$ cat config.mk
export PLATFORM = sky130hd
export DESIGN_NAME = lsuc_top
export DESIGN_NICKNAME = d
export VERILOG_FILES = /design/src/lsuc_pkg.sv /design/src/lsuc_superpage.sv /design/src/lsuc_top.sv
export VERILOG_INCLUDE_DIRS = /design/src
export SDC_FILE = /design/constraint.sdc
export NUM_CORES = 1
export LEC_CHECK = 0
export BUFFER_PORTS_ARGS = -buffer_cell sky130_fd_sc_hd__buf_4
export CORE_MARGIN = 5
export CORE_UTILIZATION = 47
export CTS_CLUSTER_DIAMETER = 30
export DETAILED_ROUTE_END_ITERATION = 8
export HOLD_SLACK_MARGIN = 0.06
export PLACE_DENSITY = 0.86
export REMOVE_ABC_BUFFERS = 1
export SKIP_LAST_GASP = 1
export SLEW_MARGIN = 20
export SYNTH_ARGS = -nofsm -noshare
export SYNTH_HDL_FRONTEND = slang
export SYNTH_SLANG_ARGS = --single-unit
$ cat constraint.sdc
create_clock -name clk -period 4.03 [get_ports clk]
set_input_delay 0.6045 -clock clk [delete_from_list [all_inputs] [get_ports clk]]
set_output_delay 0.6045 -clock clk [all_outputs]
set_load 0.02 [all_outputs]
$ cat src/lsuc_cfg.svh
// constants for the load/store unit control block
`ifndef LSUC_CFG_SVH
`define LSUC_CFG_SVH

// register port
`define LSUC_ADDR_W        8
`define LSUC_DATA_W        64
`define LSUC_ADDR_MCTL     8'h00
`define LSUC_ADDR_DCTL     8'h08
`define LSUC_ADDR_STAT     8'h10

// memory_unit_control field positions
`define LSUC_SMC_HI        5
`define LSUC_SMC_LO        4
`define LSUC_SPE_HI        3
`define LSUC_SPE_LO        1
`define LSUC_SMC_RST       2'h0
`define LSUC_SPE_RST       3'h0

// data_cache_control field positions
`define LSUC_DCHK_BIT      7
`define LSUC_TCHK_BIT      6
`define LSUC_BECC_BIT      5
`define LSUC_BTPAR_BIT     4
`define LSUC_FHIT_BIT      2
`define LSUC_SETEN_HI      1
`define LSUC_SETEN_LO      0
`define LSUC_SETEN_RST     2'h3
`define LSUC_SETEN_NONE    2'h0

// status readout layout
`define LSUC_STAT_CNT_HI   7
`define LSUC_STAT_CNT_LO   0
`define LSUC_STAT_CONS_BIT 8
`define LSUC_STAT_SMC_HI   10
`define LSUC_STAT_SMC_LO   9

// mispredict counter
`define LSUC_CNT_W         8
`define LSUC_CNT_RST       8'h00
`define LSUC_CNT_MAX       8'hff
`define LSUC_CNT_INC_SLOW  8'h04
`define LSUC_CNT_INC_FAST  8'h08
`define LSUC_CNT_DEC       8'h01

// superpage translation
`define LSUC_VA_W          48
`define LSUC_PFN_W         31
`define LSUC_SP2_TAG       2'h2
`define LSUC_SP1_TAG       7'h7e
`define LSUC_SP0_TAG       18'h3fffe
`define LSUC_SP0_ZERO      14'h0000
`define LSUC_VA_TAG_HI     47
`define LSUC_SP2_TAG_LO    46
`define LSUC_SP1_TAG_LO    41
`define LSUC_SP0_TAG_LO    30
`define LSUC_SP2_MAP_HI    43
`define LSUC_SP1_MAP_HI    40
`define LSUC_SP0_MAP_HI    29
`define LSUC_PAGE_LO       13
`define LSUC_SP1_EXT_W     3

`endif

$ cat src/lsuc_pkg.sv
// types for the load/store unit control block
package lsuc_pkg;

  typedef enum logic [1:0] {
    LSUC_SMC_SPEC   = 2'h0,
    LSUC_SMC_CONS   = 2'h1,
    LSUC_SMC_PER4   = 2'h2,
    LSUC_SMC_PER8   = 2'h3
  } lsuc_smc_t;

  typedef struct packed {
    lsuc_smc_t    speculative_miss_control;
    logic [2:0]   superpage_enables;
    logic         data_chk;
    logic         tag_chk;
    logic         bad_ecc;
    logic         bad_tpar;
    logic         force_hit;
    logic [1:0]   set_en;
    logic [7:0]   cnt;
    logic         cons;
    logic [63:0]  rdata;
    logic         sp_hit;
    logic [30:0]  sp_pfn;
    logic         hit;
    logic [1:0]   hit_set;
    logic         store_offchip;
    logic         data_err;
    logic         tag_err;
    logic         data_we;
    logic         ecc_we;
    logic         tag_we;
    logic         tag_par;
  } lsuc_state_t;

endpackage

$ cat src/lsuc_superpage.sv
// superpage virtual to physical mapping
`timescale 1ns/1ps
`include "lsuc_cfg.svh"

module lsuc_superpage (
  // request
  input  wire logic [`LSUC_VA_W-1:0]  va,
  input  wire logic [2:0]             superpage_enables,
  // result
  output logic                        match,
  output logic [`LSUC_PFN_W-1:0]      pfn
);

  always_comb
  begin
    match = 1'b0;
    pfn   = '0;
    if (superpage_enables[2] && va[`LSUC_VA_TAG_HI:`LSUC_SP2_TAG_LO] == `LSUC_SP2_TAG)
    begin
      match = 1'b1;
      pfn   = va[`LSUC_SP2_MAP_HI:`LSUC_PAGE_LO];
    end
    else if (superpage_enables[1] && va[`LSUC_VA_TAG_HI:`LSUC_SP1_TAG_LO] == `LSUC_SP1_TAG)
    begin
      match = 1'b1;
      pfn   = {{`LSUC_SP1_EXT_W{va[`LSUC_SP1_MAP_HI]}},
               va[`LSUC_SP1_MAP_HI:`LSUC_PAGE_LO]};
    end
    else if (superpage_enables[0] && va[`LSUC_VA_TAG_HI:`LSUC_SP0_TAG_LO] == `LSUC_SP0_TAG)
    begin
      match = 1'b1;
      pfn   = {`LSUC_SP0_ZERO, va[`LSUC_SP0_MAP_HI:`LSUC_PAGE_LO]};
    end
  end

endmodule

$ cat src/lsuc_top.sv
// load/store unit control registers and cache control logic
//
// Design decisions made here: the register addresses and the plain strobed port.
`timescale 1ns/1ps
`include "lsuc_cfg.svh"

// Notes on behaviour
// - memory_unit_control is write-only; reset clears every field.
// - mode 00 speculates always, conservative mode never entered.
// - mode 01 holds conservative mode permanently, with its retry effects.
// - mode 10 adds four per mispredict, subtracts one per retired branch.
// - mode 11 adds eight per mispredict, subtracts one per retired branch.
// - periodic modes are conservative while counter top bit is set.
// - superpage 2 maps va 43:13 straight through, ignores va 45:44.
// - superpage 1 maps va 40:13, sign-extends bit 40 into 43:41.
// - superpage 0 maps va 29:13, clears physical bits 43:30.
// - set enables reset to both; an all-off write is refused, so one set stays enabled.
// - data check enable gates data ECC and parity error reports.
// - tag check enable gates tag parity error reports on probes.
// - bad-ECC inject writes data on fills and stores, keeps old ECC.
// - bad-parity inject writes wrong tag parity on every fill.
// - force-hit makes every memory-space load and store a hit.
// - force-hit never marks dirty; stores may still go off chip.
module lsuc_top (
  // clock and reset
  input  wire logic                     clk,
  input  wire logic                     resetn,
  // register port
  input  wire logic [`LSUC_ADDR_W-1:0]  reg_addr,
  input  wire logic [`LSUC_DATA_W-1:0]  reg_wdata,
  input  wire logic                     reg_wr,
  input  wire logic                     reg_rd,
  output logic      [`LSUC_DATA_W-1:0]  reg_rdata,
  // branch events
  input  wire logic                     branch_mispredict,
  input  wire logic                     cond_branch_retire,
  // speculation mode
  output logic                          conservative_mode,
  output logic                          retry_at_retire,
  output logic                          store_nondirty_retry,
  output logic                          prefetch_modify_plain,
  // superpage translation
  input  wire logic                     va_valid,
  input  wire logic [`LSUC_VA_W-1:0]    va,
  output logic                          sp_hit,
  output logic      [`LSUC_PFN_W-1:0]   sp_pfn,
  // cache lookup
  input  wire logic                     lookup_valid,
  input  wire logic                     lookup_mem_space,
  input  wire logic                     lookup_store,
  input  wire logic [1:0]               tag_match,
  input  wire logic [1:0]               tag_dirty,
  input  wire logic                     tag_perr_in,
  input  wire logic                     data_err_in,
  output logic                          cache_hit,
  output logic      [1:0]               hit_set,
  output logic                          store_offchip,
  output logic                          tag_err_report,
  output logic                          data_err_report,
  // cache array writes
  input  wire logic                     fill_valid,
  input  wire logic                     store_write,
  input  wire logic                     tag_parity_in,
  output logic                          data_write_en,
  output logic                          ecc_write_en,
  output logic                          tag_write_en,
  output logic                          tag_parity_out
);

  lsuc_pkg::lsuc_state_t st_reg;
  lsuc_pkg::lsuc_state_t st_next;
  logic                    sp_match;
  logic [`LSUC_PFN_W-1:0]  sp_map;

  // saturating counter step
  function automatic logic [`LSUC_CNT_W-1:0] cnt_step(
    input logic [`LSUC_CNT_W-1:0] cnt,
    input logic [`LSUC_CNT_W-1:0] inc,
    input logic                   dec
  );
    logic [`LSUC_CNT_W:0] sum;
    logic [`LSUC_CNT_W:0] res;
    sum = {1'b0, cnt} + {1'b0, inc};
    res = sum;
    if (dec)
    begin
      if (sum == '0)
        res = '0;
      else
        res = sum - {1'b0, `LSUC_CNT_DEC};
    end
    if (res[`LSUC_CNT_W])
      cnt_step = `LSUC_CNT_MAX;
    else
      cnt_step = res[`LSUC_CNT_W-1:0];
  endfunction

  // status readout word
  function automatic logic [`LSUC_DATA_W-1:0] stat_word(
    input lsuc_pkg::lsuc_state_t s
  );
    logic [`LSUC_DATA_W-1:0] w;
    w = '0;
    w[`LSUC_STAT_CNT_HI:`LSUC_STAT_CNT_LO] = s.cnt;
    w[`LSUC_STAT_CONS_BIT] = s.cons;
    w[`LSUC_STAT_SMC_HI:`LSUC_STAT_SMC_LO] = s.speculative_miss_control;
    stat_word = w;
  endfunction

  lsuc_superpage u_superpage (
    .va    (va),
    .superpage_enables   (st_reg.superpage_enables),
    .match (sp_match),
    .pfn   (sp_map)
  );

  always_comb
  begin
    logic [`LSUC_CNT_W-1:0] inc;
    logic [1:0]             sets;
    logic                   mem_op;
    logic                   dirty;
    inc    = '0;
    sets   = '0;
    mem_op = 1'b0;
    dirty  = 1'b0;
    st_next = st_reg;

    // register writes; both registers are write-only
    if (reg_wr && reg_addr == `LSUC_ADDR_MCTL)
    begin
      st_next.speculative_miss_control = lsuc_pkg::lsuc_smc_t'(
        reg_wdata[`LSUC_SMC_HI:`LSUC_SMC_LO]);
      st_next.superpage_enables = reg_wdata[`LSUC_SPE_HI:`LSUC_SPE_LO];
    end
    if (reg_wr && reg_addr == `LSUC_ADDR_DCTL)
    begin
      st_next.data_chk  = reg_wdata[`LSUC_DCHK_BIT];
      st_next.tag_chk   = reg_wdata[`LSUC_TCHK_BIT];
      st_next.bad_ecc   = reg_wdata[`LSUC_BECC_BIT];
      st_next.bad_tpar  = reg_wdata[`LSUC_BTPAR_BIT];
      st_next.force_hit = reg_wdata[`LSUC_FHIT_BIT];
      // an all-off set mask is refused, the old mask stays
      if (reg_wdata[`LSUC_SETEN_HI:`LSUC_SETEN_LO] != `LSUC_SETEN_NONE)
        st_next.set_en = reg_wdata[`LSUC_SETEN_HI:`LSUC_SETEN_LO];
    end

    // read data valid the cycle after the strobe only
    st_next.rdata = '0;
    if (reg_rd && reg_addr == `LSUC_ADDR_STAT)
      st_next.rdata = stat_word(st_reg);

    // mispredict counter
    case (st_reg.speculative_miss_control)
      lsuc_pkg::LSUC_SMC_PER4:
      begin
        if (branch_mispredict)
          inc = `LSUC_CNT_INC_SLOW;
        st_next.cnt = cnt_step(st_reg.cnt, inc, cond_branch_retire);
      end
      lsuc_pkg::LSUC_SMC_PER8:
      begin
        if (branch_mispredict)
          inc = `LSUC_CNT_INC_FAST;
        st_next.cnt = cnt_step(st_reg.cnt, inc, cond_branch_retire);
      end
      default:
      begin
        st_next.cnt = st_reg.cnt;
      end
    endcase

    // speculation mode
    case (st_next.speculative_miss_control)
      lsuc_pkg::LSUC_SMC_SPEC:
        st_next.cons = 1'b0;
      lsuc_pkg::LSUC_SMC_CONS:
        st_next.cons = 1'b1;
      lsuc_pkg::LSUC_SMC_PER4,
      lsuc_pkg::LSUC_SMC_PER8:
        st_next.cons = st_next.cnt[`LSUC_CNT_W-1];
      default:
        st_next.cons = 1'b0;
    endcase

    // superpage result
    st_next.sp_hit = va_valid && sp_match;
    st_next.sp_pfn = sp_match ? sp_map : '0;

    // cache hit decision
    mem_op = lookup_valid && lookup_mem_space;
    if (st_reg.force_hit)
      sets = st_reg.set_en;
    else
      sets = tag_match & st_reg.set_en;
    st_next.hit     = mem_op && (st_reg.force_hit || sets != 2'h0);
    st_next.hit_set = mem_op ? sets : 2'h0;
    // dirty state still comes from the tags under force-hit
    dirty = (sets & tag_dirty) != 2'h0;
    st_next.store_offchip = st_next.hit && lookup_store && !dirty;

    // error reporting gates
    st_next.tag_err  = lookup_valid && st_reg.tag_chk && tag_perr_in;
    st_next.data_err = st_reg.data_chk && data_err_in;

    // array writes
    st_next.data_we = fill_valid || store_write;
    st_next.ecc_we  = st_next.data_we && !st_reg.bad_ecc;
    st_next.tag_we  = fill_valid;
    st_next.tag_par = fill_valid && (tag_parity_in ^ st_reg.bad_tpar);
  end

  always_ff @(posedge clk or negedge resetn)
  begin
    if (!resetn)
    begin
      st_reg.speculative_miss_control           <= lsuc_pkg::LSUC_SMC_SPEC;
      st_reg.superpage_enables           <= `LSUC_SPE_RST;
      st_reg.data_chk      <= 1'b0;
      st_reg.tag_chk       <= 1'b0;
      st_reg.bad_ecc       <= 1'b0;
      st_reg.bad_tpar      <= 1'b0;
      st_reg.force_hit     <= 1'b0;
      st_reg.set_en        <= `LSUC_SETEN_RST;
      st_reg.cnt           <= `LSUC_CNT_RST;
      st_reg.cons          <= 1'b0;
      st_reg.rdata         <= '0;
      st_reg.sp_hit        <= 1'b0;
      st_reg.sp_pfn        <= '0;
      st_reg.hit           <= 1'b0;
      st_reg.hit_set       <= 2'h0;
      st_reg.store_offchip <= 1'b0;
      st_reg.data_err      <= 1'b0;
      st_reg.tag_err       <= 1'b0;
      st_reg.data_we       <= 1'b0;
      st_reg.ecc_we        <= 1'b0;
      st_reg.tag_we        <= 1'b0;
      st_reg.tag_par       <= 1'b0;
    end
    else
    begin
      st_reg <= st_next;
    end
  end

  // outputs straight from the state register
  assign reg_rdata             = st_reg.rdata;
  assign conservative_mode     = st_reg.cons;
  assign retry_at_retire       = st_reg.cons;
  assign store_nondirty_retry  = st_reg.cons;
  assign prefetch_modify_plain = st_reg.cons;
  assign sp_hit                = st_reg.sp_hit;
  assign sp_pfn                = st_reg.sp_pfn;
  assign cache_hit             = st_reg.hit;
  assign hit_set               = st_reg.hit_set;
  assign store_offchip         = st_reg.store_offchip;
  assign tag_err_report        = st_reg.tag_err;
  assign data_err_report       = st_reg.data_err;
  assign data_write_en         = st_reg.data_we;
  assign ecc_write_en          = st_reg.ecc_we;
  assign tag_write_en          = st_reg.tag_we;
  assign tag_parity_out        = st_reg.tag_par;

endmodule

[After elaboration in Yosys (flattened, before gate mapping)]
Cells that the tools add are included.
Operators by class
  mux-type cells: 25
  reductions and logical operators: 30
  equality and inequality tests: 10
  add/sub/neg operators: 4
  bitwise logic cells: 3
Operators with widths (number)
  31-bit two-way mux: 3
  9-bit two-way mux: 6
  8-bit two-way mux: 4
  8-bit by 8-bit adder with 9-bit output: 2
  18-bit == test, second input constant: 1
  9-bit zero test: 2
  9-bit by 1-bit subtractor with 9-bit output, second input constant: 2
  17-bit two-way mux: 1
  1-bit logical AND: 16
  8-bit one-hot mux with 2 select lines: 1
  11-bit two-way mux: 1
  2-bit == test, second input constant: 5
  8-bit by 4-bit == test with 1-bit output, second input constant: 1
  8-bit by 5-bit == test with 1-bit output, second input constant: 1
  8-bit zero test: 1
  2-bit nonzero test: 4
  7-bit == test, second input constant: 1
  5-bit two-way mux: 1
  2-bit AND: 2
  2-bit two-way mux: 2
  4-bit two-way mux: 1
  1-bit two-way mux: 3
  3-bit two-way mux: 1
  1-bit one-hot mux with 3 select lines: 1
  7 further kinds: 9
Storage, ports and cells
  output and inout port bits: 110
  word-level logic and storage cells: 95
  register bits: 127
  input bits: 139

[Logic depth before layout (Yosys ltp)]
Gate-level depths: netlist of run 1.
  depth after elaboration: 10
  mapped depth: 9
  depth with buffers taken out: 8

[Cells and area by module]
A second synthesis of run 1 with hierarchy kept.
Second synthesis, totals
  cell total of the unflattened synthesis: 487
  area, all modules: 4624.4 um2
Modules (own cells, without submodules)
  lsuc_top: area an instance 4136.5 um2, cells an instance 415, times used 1
  lsuc_superpage: area an instance 488.0 um2, cells an instance 72, times used 1

[Worst setup path after synthesis of run 1]
Ideal clock, no wire load.
  path type: input-to-reg
  start: input port branch_mispredict
  end: register st_reg, in the netlist conservative_mode
  stages: 8
  path buffers: 0
  required time: 3.899 ns
  data arrival time: 2.403 ns
  setup time: 0.131 ns
  slack: 1.496 ns
  cells stage by stage: ha_1 -> ha_1 -> nor3_1 -> and2_1 -> a41oi_2 -> and3_1 -> a221oi_2 -> a31oi_1
RTL lines
  from (decl): line lsuc_top.sv:35  | input wire logic branch_mispredict,
  to (signal assigned): line lsuc_top.sv:242  | st_reg <= st_next;
  to (decl): line lsuc_top.sv:70  | lsuc_pkg::lsuc_state_t st_reg;

==> metrics.txt, run 1 <==
status completed; Total GRT Usage 0.171; setup TNS 0 ps; max-slew violations 0; share of layout cells above drive strength 1 0.317; gpl congestion 0.912; # nets final about 640; First-pass DRT Iterations 4; Final period util 0.710; distinct cell type count after synthesis 54; Clock transition at path regs roughly 90 ps; P_sw a little over 0.6 mW; initial cell density of the core 0.480; die area between 10000 and 15000 um2; Internal between 1 and 1.5 mW; Synth Area per Inst 9.97 um2; Layout fillers 732; skew final between 10 and 15 ps; maxcap violations 0; TritonCTS Buffers 9; EDFF count, synth 0; commonest non-fill, non-tap cell in the layout buf_4; Peak supply drop approximately 0.00018 V; num rows 34; global-route wire length before repair approximately 15 mm; Worst Path Required approximately 4200 ps; worst slew pin tran about 1000 ps; Slew HR 0.318; predominant post-synthesis flop cell dfrtp_1; sequential fraction of the synthesis area 0.445; Crit. End Element flip-flop; asr flop ratio synth 1.00; share of total power in the clock network 0.344; RSZ-0062 raised after global routing no; Top Metal Used met4; die width around 100 um; Worst-Skew Late Latency between 300 and 400 ps; Setup Viol. Count Final 0; Setup CP Type flip-flop to flip-flop; total setup buffers inserted after CTS 0; leading post-synthesis cells by cell area dfrtp_1 (43%), buf_4 (19%), and2_1 (4.5%); # diodes 0; crit path DAT between 3000 and 4000 ps; Critical Path Source Type flip-flop; cell area power density between 400 and 500 nW/um2; clock sink count 74; Post-Synthesis Cells approximately 420; synth-to-layout area growth 17.0%; total length of routed wires roughly 9.5 mm; largest net degree at the start of global routing 75; leading area contributor after synthesis dfrtp_1; Yosys reg bits 74; Worst Hold Class primary input to async pin; vias in the first global route around 3100; Synth Warn # 0; Final Hold Fails 0; Sw Ratio 0.304; met3 WL 867 um; post-layout min period about 2900 ps; Hold Buf Count CTS 0; Port Buffers 126; routed length on met1 approximately 3.8 mm; DR DRC count 0; Combinational Power Share 0.224; GR Overflow Total 0; worst-path fanout max 10; htree depth 3; Fmax between 300 and 400 MHz; top cell type's share of synthesized area 0.432; post-route insts no fill roughly 600; drt wl/cell between 15 and 20 um; CORE AREA about 8700 um2; sequential power share 0.432; met2 WL post-DR approximately 4.7 mm; antenna violations before repair 0; CTS tree yes; max reg flops 31; mapped cell area roughly 4200 um2; Top Ports 249; R2R setup slack 1170 ps; clock tree buffer depth 2; Final HPWL DP around 7.3 mm; leakage power 2.55 nW; die height roughly 100 um; Clock Tree Root clkbuf_8; post-route ant nets 0; Vias per Instance 4.98; Iteration-0 DRC Markers between 100 and 150; most frequent cells in the layout buf_4 (126), dfrtp_1 (72), conb_1 (53); total number of vias a little over 3000; Cells after DPL ~600; Post-CTS Resized 0
## cell type report
type                       instances  area [um2]  share of cell area
inverter                           6        22.5             0.00462
timing repair buffer             126         946               0.194
sequential                        74        1850               0.380
clock buffer                      10         128              0.0262
tap                              108         135              0.0277
clock inverter                     6         114              0.0234
multi-input combinational        279        1680               0.344
## path summary, 6_finish.rpt
kind                                      to  cells past startpoint        start
max reg2reg                conservative_mode                      8  st_reg[110]
min                               sp_pfn[19]                      1       resetn
min reg2reg                     ecc_write_en                      1  st_reg[119]
max                        conservative_mode                      8  st_reg[110]
min in group clk                tag_write_en                      1   fill_valid
max in group asynchronous  conservative_mode                      1       resetn
## synth_stat cells, types with 4 or more instances
library cell    n
inv_1           6
xor2_1          6
o21ai_0         9
ha_1            6
nor2b_1        19
mux2_2          5
a21o_1          6
a21oi_1         8
nor3_1          8
dfrtp_1        72
a221o_1         5
and2_1         30
nand2_1        44
xnor2_1         8
clkbuf_1        4
nor2_1         14
buf_4         105
and3_1          4
nand3_1         7
## layer usage
layer,up-vias,GRT usage
met1,1453,0.212
met2,172,0.283
li1,1399,-
met5,-,0
met3,10,0.0497
met4,0,0.0638
## cell families (layout without fill, tap and decap cells)
family,count (synthesis),count (layout),synth area share
flip-flops,74,74,0.445
buffers and inverters,117,148,0.201
other,1,53,0.000900
XOR/XNOR,15,15,0.0333
multiplexers,6,6,0.0171
AND/OR/NAND/NOR,151,151,0.196
AO/OA/AOI/OAI,48,48,0.0895
adder cells (fa/ha/maj),6,6,0.0180
## critical path, cell delays in order, from the launching register on
cell and delay (ps):
dfrtp_1 520, ha_1 310, ha_1 290, nor3_1 390, and2_1 290, a41oi_2 320, and3_1 300, a221oi_2 200
a31oi_1 110
## power groups by stage
| stage | clock network, mW | logic [mW] | registers, mW |
|---|---|---|---|
| 2_1_floorplan | 0 | 0.294 | 0.862 |
| 3_3_place_gp | 0 | 0.424 | 0.871 |
| 3_5_place_dp | 0 | 0.440 | 0.874 |
| 4_1_cts | 0.704 | 0.442 | 0.859 |
| 5_1_grt | 0.732 | 0.492 | 0.868 |
| 6_report | 0.685 | 0.447 | 0.862 |
## stage by stage
| step | util | setup slack (ps) | cell area, um2 | hold WS [ps] | total power, mW |
|---|---|---|---|---|---|
| after floorplan | - | 1500 | 3550 | 309 | 1.16 |
| after global placement | 0.534 | 1120 | 4630 | 413 | 1.30 |
| after detailed placement | 0.534 | 1030 | 4630 | 416 | 1.31 |
| after CTS | 0.561 | 1230 | 4870 | 373 | 2.01 |
| after global routing | 0.562 | 982 | 4870 | 368 | 2.09 |
| final | 0.562 | 1170 | 4870 | 387 | 1.99 |
(Power assumes the default switching activity.)
==> run 2, diff against run 1 <==
--- a/config.mk
+++ b/config.mk
@@ -8,11 +8,11 @@
 export LEC_CHECK = 0
 export BUFFER_PORTS_ARGS = -buffer_cell sky130_fd_sc_hd__buf_4
 export CORE_MARGIN = 5
-export CORE_UTILIZATION = 47
+export CORE_UTILIZATION = 40
 export CTS_CLUSTER_DIAMETER = 30
 export DETAILED_ROUTE_END_ITERATION = 8
 export HOLD_SLACK_MARGIN = 0.06
-export PLACE_DENSITY = 0.86
+export PLACE_DENSITY = 0.78
 export REMOVE_ABC_BUFFERS = 1
 export SKIP_LAST_GASP = 1
 export SLEW_MARGIN = 20
==> constraint.sdc (replaced) <==
create_clock -name clk -period 2.54 [get_ports clk]
set_input_delay 0.381 -clock clk [delete_from_list [all_inputs] [get_ports clk]]
set_output_delay 0.381 -clock clk [all_outputs]
set_load 0.02 [all_outputs]
==> run 2 against run 1 <==
  * Critical path depth did not move
  * Setup slack got worse by 1000 ps
  * Count of clock-buffer cells in the layout fell by 1
  * Fmax rose by 20%
  * Final area rose by 2.3%
  * Via count rose by 1.6%
  * Sequential power rose by 53%
  * Total power rose by 54%
  * Register-to-register slack got worse by 1000 ps
  * Non-clock buffer count rose by 16
  * Highest routed layer unchanged
==> metrics.txt, run 2 (synthesized netlist as in run 1, its figures left out) <==
clock tree buffer depth 2; DR DRC count 0; worst slew pin tran ~920 ps; worst path cell trace ha_1 -> ha_1 -> nor3_1 -> and2_1 -> a31o_2 -> and2_1 -> nand2_1 -> a221o_1; die area around 13000 um2; Setup CP Type flip-flop to flip-flop; Clock Tree Root clkbuf_8; commonest non-fill, non-tap cell in the layout buf_4; skew final 7.14 ps; Hold Slack 143 ps; initial cell density of the core 0.407; Clock transition at path regs 80 ps; antenna violations before repair 0; # diodes 0; total number of vias roughly 3100; met3 WL a little over 900 um; Worst Hold Class primary input to async pin; Final period util 0.940; maxcap violations 0; num rows 37; RSZ-0062 raised after global routing no; Port Buffers ~130; routed length on met1 just under 4 mm; cell area power density 617 nW/um2; Total GRT Usage 0.154; vias in the first global route about 3100; largest net degree at the start of global routing 75; Peak supply drop around 0.00025 V; Setup Viol. Count Final 0; Fmax roughly 420 MHz; post-layout min period around 2400 ps; Crit-path slowest cell dfrtp_1; crit path DAT 2640 ps; Crit. End Element flip-flop; die width about 110 um; clock sink count 74; # nets final between 600 and 700; Finished Core Util 0.487; CTS tree yes; Worst Path Required between 2000 and 3000 ps; Vias per Instance about 4.7; synth-to-layout area growth 19.7%; global-route wire length before repair around 15 mm; most frequent cells in the layout buf_4 (142), dfrtp_1 (72), conb_1 (53); max-slew violations 0; status completed; Post-CTS Resized 0; htree depth 3; Final Hold Fails 0; drt wl/cell 14.9 um; met2 WL post-DR between 4 and 5 mm; peak per-stage delay on the critical path 390 ps; Iteration-0 DRC Markers 159; total length of routed wires around 9.7 mm; gpl congestion about 0.89; share of layout cells above drive strength 1 0.338; worst-path fanout max 6; Top Metal Used met4; TritonCTS Buffers 9; Critical Path Source Type flip-flop; Top Ports approximately 250; leakage power ~2.6 nW; CORE AREA roughly 10000 um2; First-pass DRT Iterations 4; Final HPWL DP roughly 7.7 mm; die height between 100 and 150 um; Worst-Skew Late Latency between 300 and 400 ps; Layout fillers around 930; Slew HR 0.390; post-route ant nets 0; max reg flops 31; GR Overflow Total 0; setup TNS 0 ps
run 2: area by class of cell:
type                    instances  area [um2]  share of cell area
well taps                     136         170              0.0341
multi-input cells             279        1670               0.335
repair buffers                142        1070               0.214
inverters                       6        22.5             0.00452
clock buffers                   9         124              0.0248
flip-flops and latches         74        1850               0.372
clock inverters                 7        77.6              0.0156
run 2: per-stage QoR:
step	cell area, um2	cells	setup WS [ps]	total power, mW
4_1_cts	4970	651	163	3.09
3_5_place_dp	4770	635	25.6	2.17
5_1_grt	4990	653	60.1	3.26
2_1_floorplan	3550	359	141	1.83
6_report	4990	653	152	3.08
3_3_place_gp	4770	635	69.8	2.14
run 2: power breakdown:
group / internal, mW / switching (mW) / total, mW
combinational: 0.368 / 0.463 / 0.831
clock: 0.460 / 0.463 / 0.922
sequential: 1.24 / 0.0826 / 1.32
run 2: timing repair:
action,CTS,global route
setup endpoints to repair,0,3
hold buffers,0,0
buffers inserted,0,2
run 2: worst paths after layout:
check / from / endpoint / slack, ps / cells after the start
setup reg to reg: st_reg[110] / st_reg[110] / 150 / 8
max in group asynchronous: resetn / st_reg[121] / 1790 / 1
hold / removal: resetn / sp_pfn[26] / 140 / 1
hold reg to reg: st_reg[119] / ecc_write_en / 430 / 1
setup / recovery: st_reg[110] / st_reg[110] / 150 / 8
min in group clk: fill_valid / tag_write_en / 140 / 1
run 2: metal layers:
layer  global-route usage  up-vias
li1                     -     1441
met1                0.181     1440
met2                0.262      178
met3               0.0415       23
met4               0.0729        0
met5                    0        -
run 2: critical path, delay by kind of cell (launching register included):
family	cells	cell delay, ps
AO/OA/AOI/OAI	2	520
AND/OR/NAND/NOR	4	860
flip-flops	1	390
adder cells (fa/ha/maj)	2	520
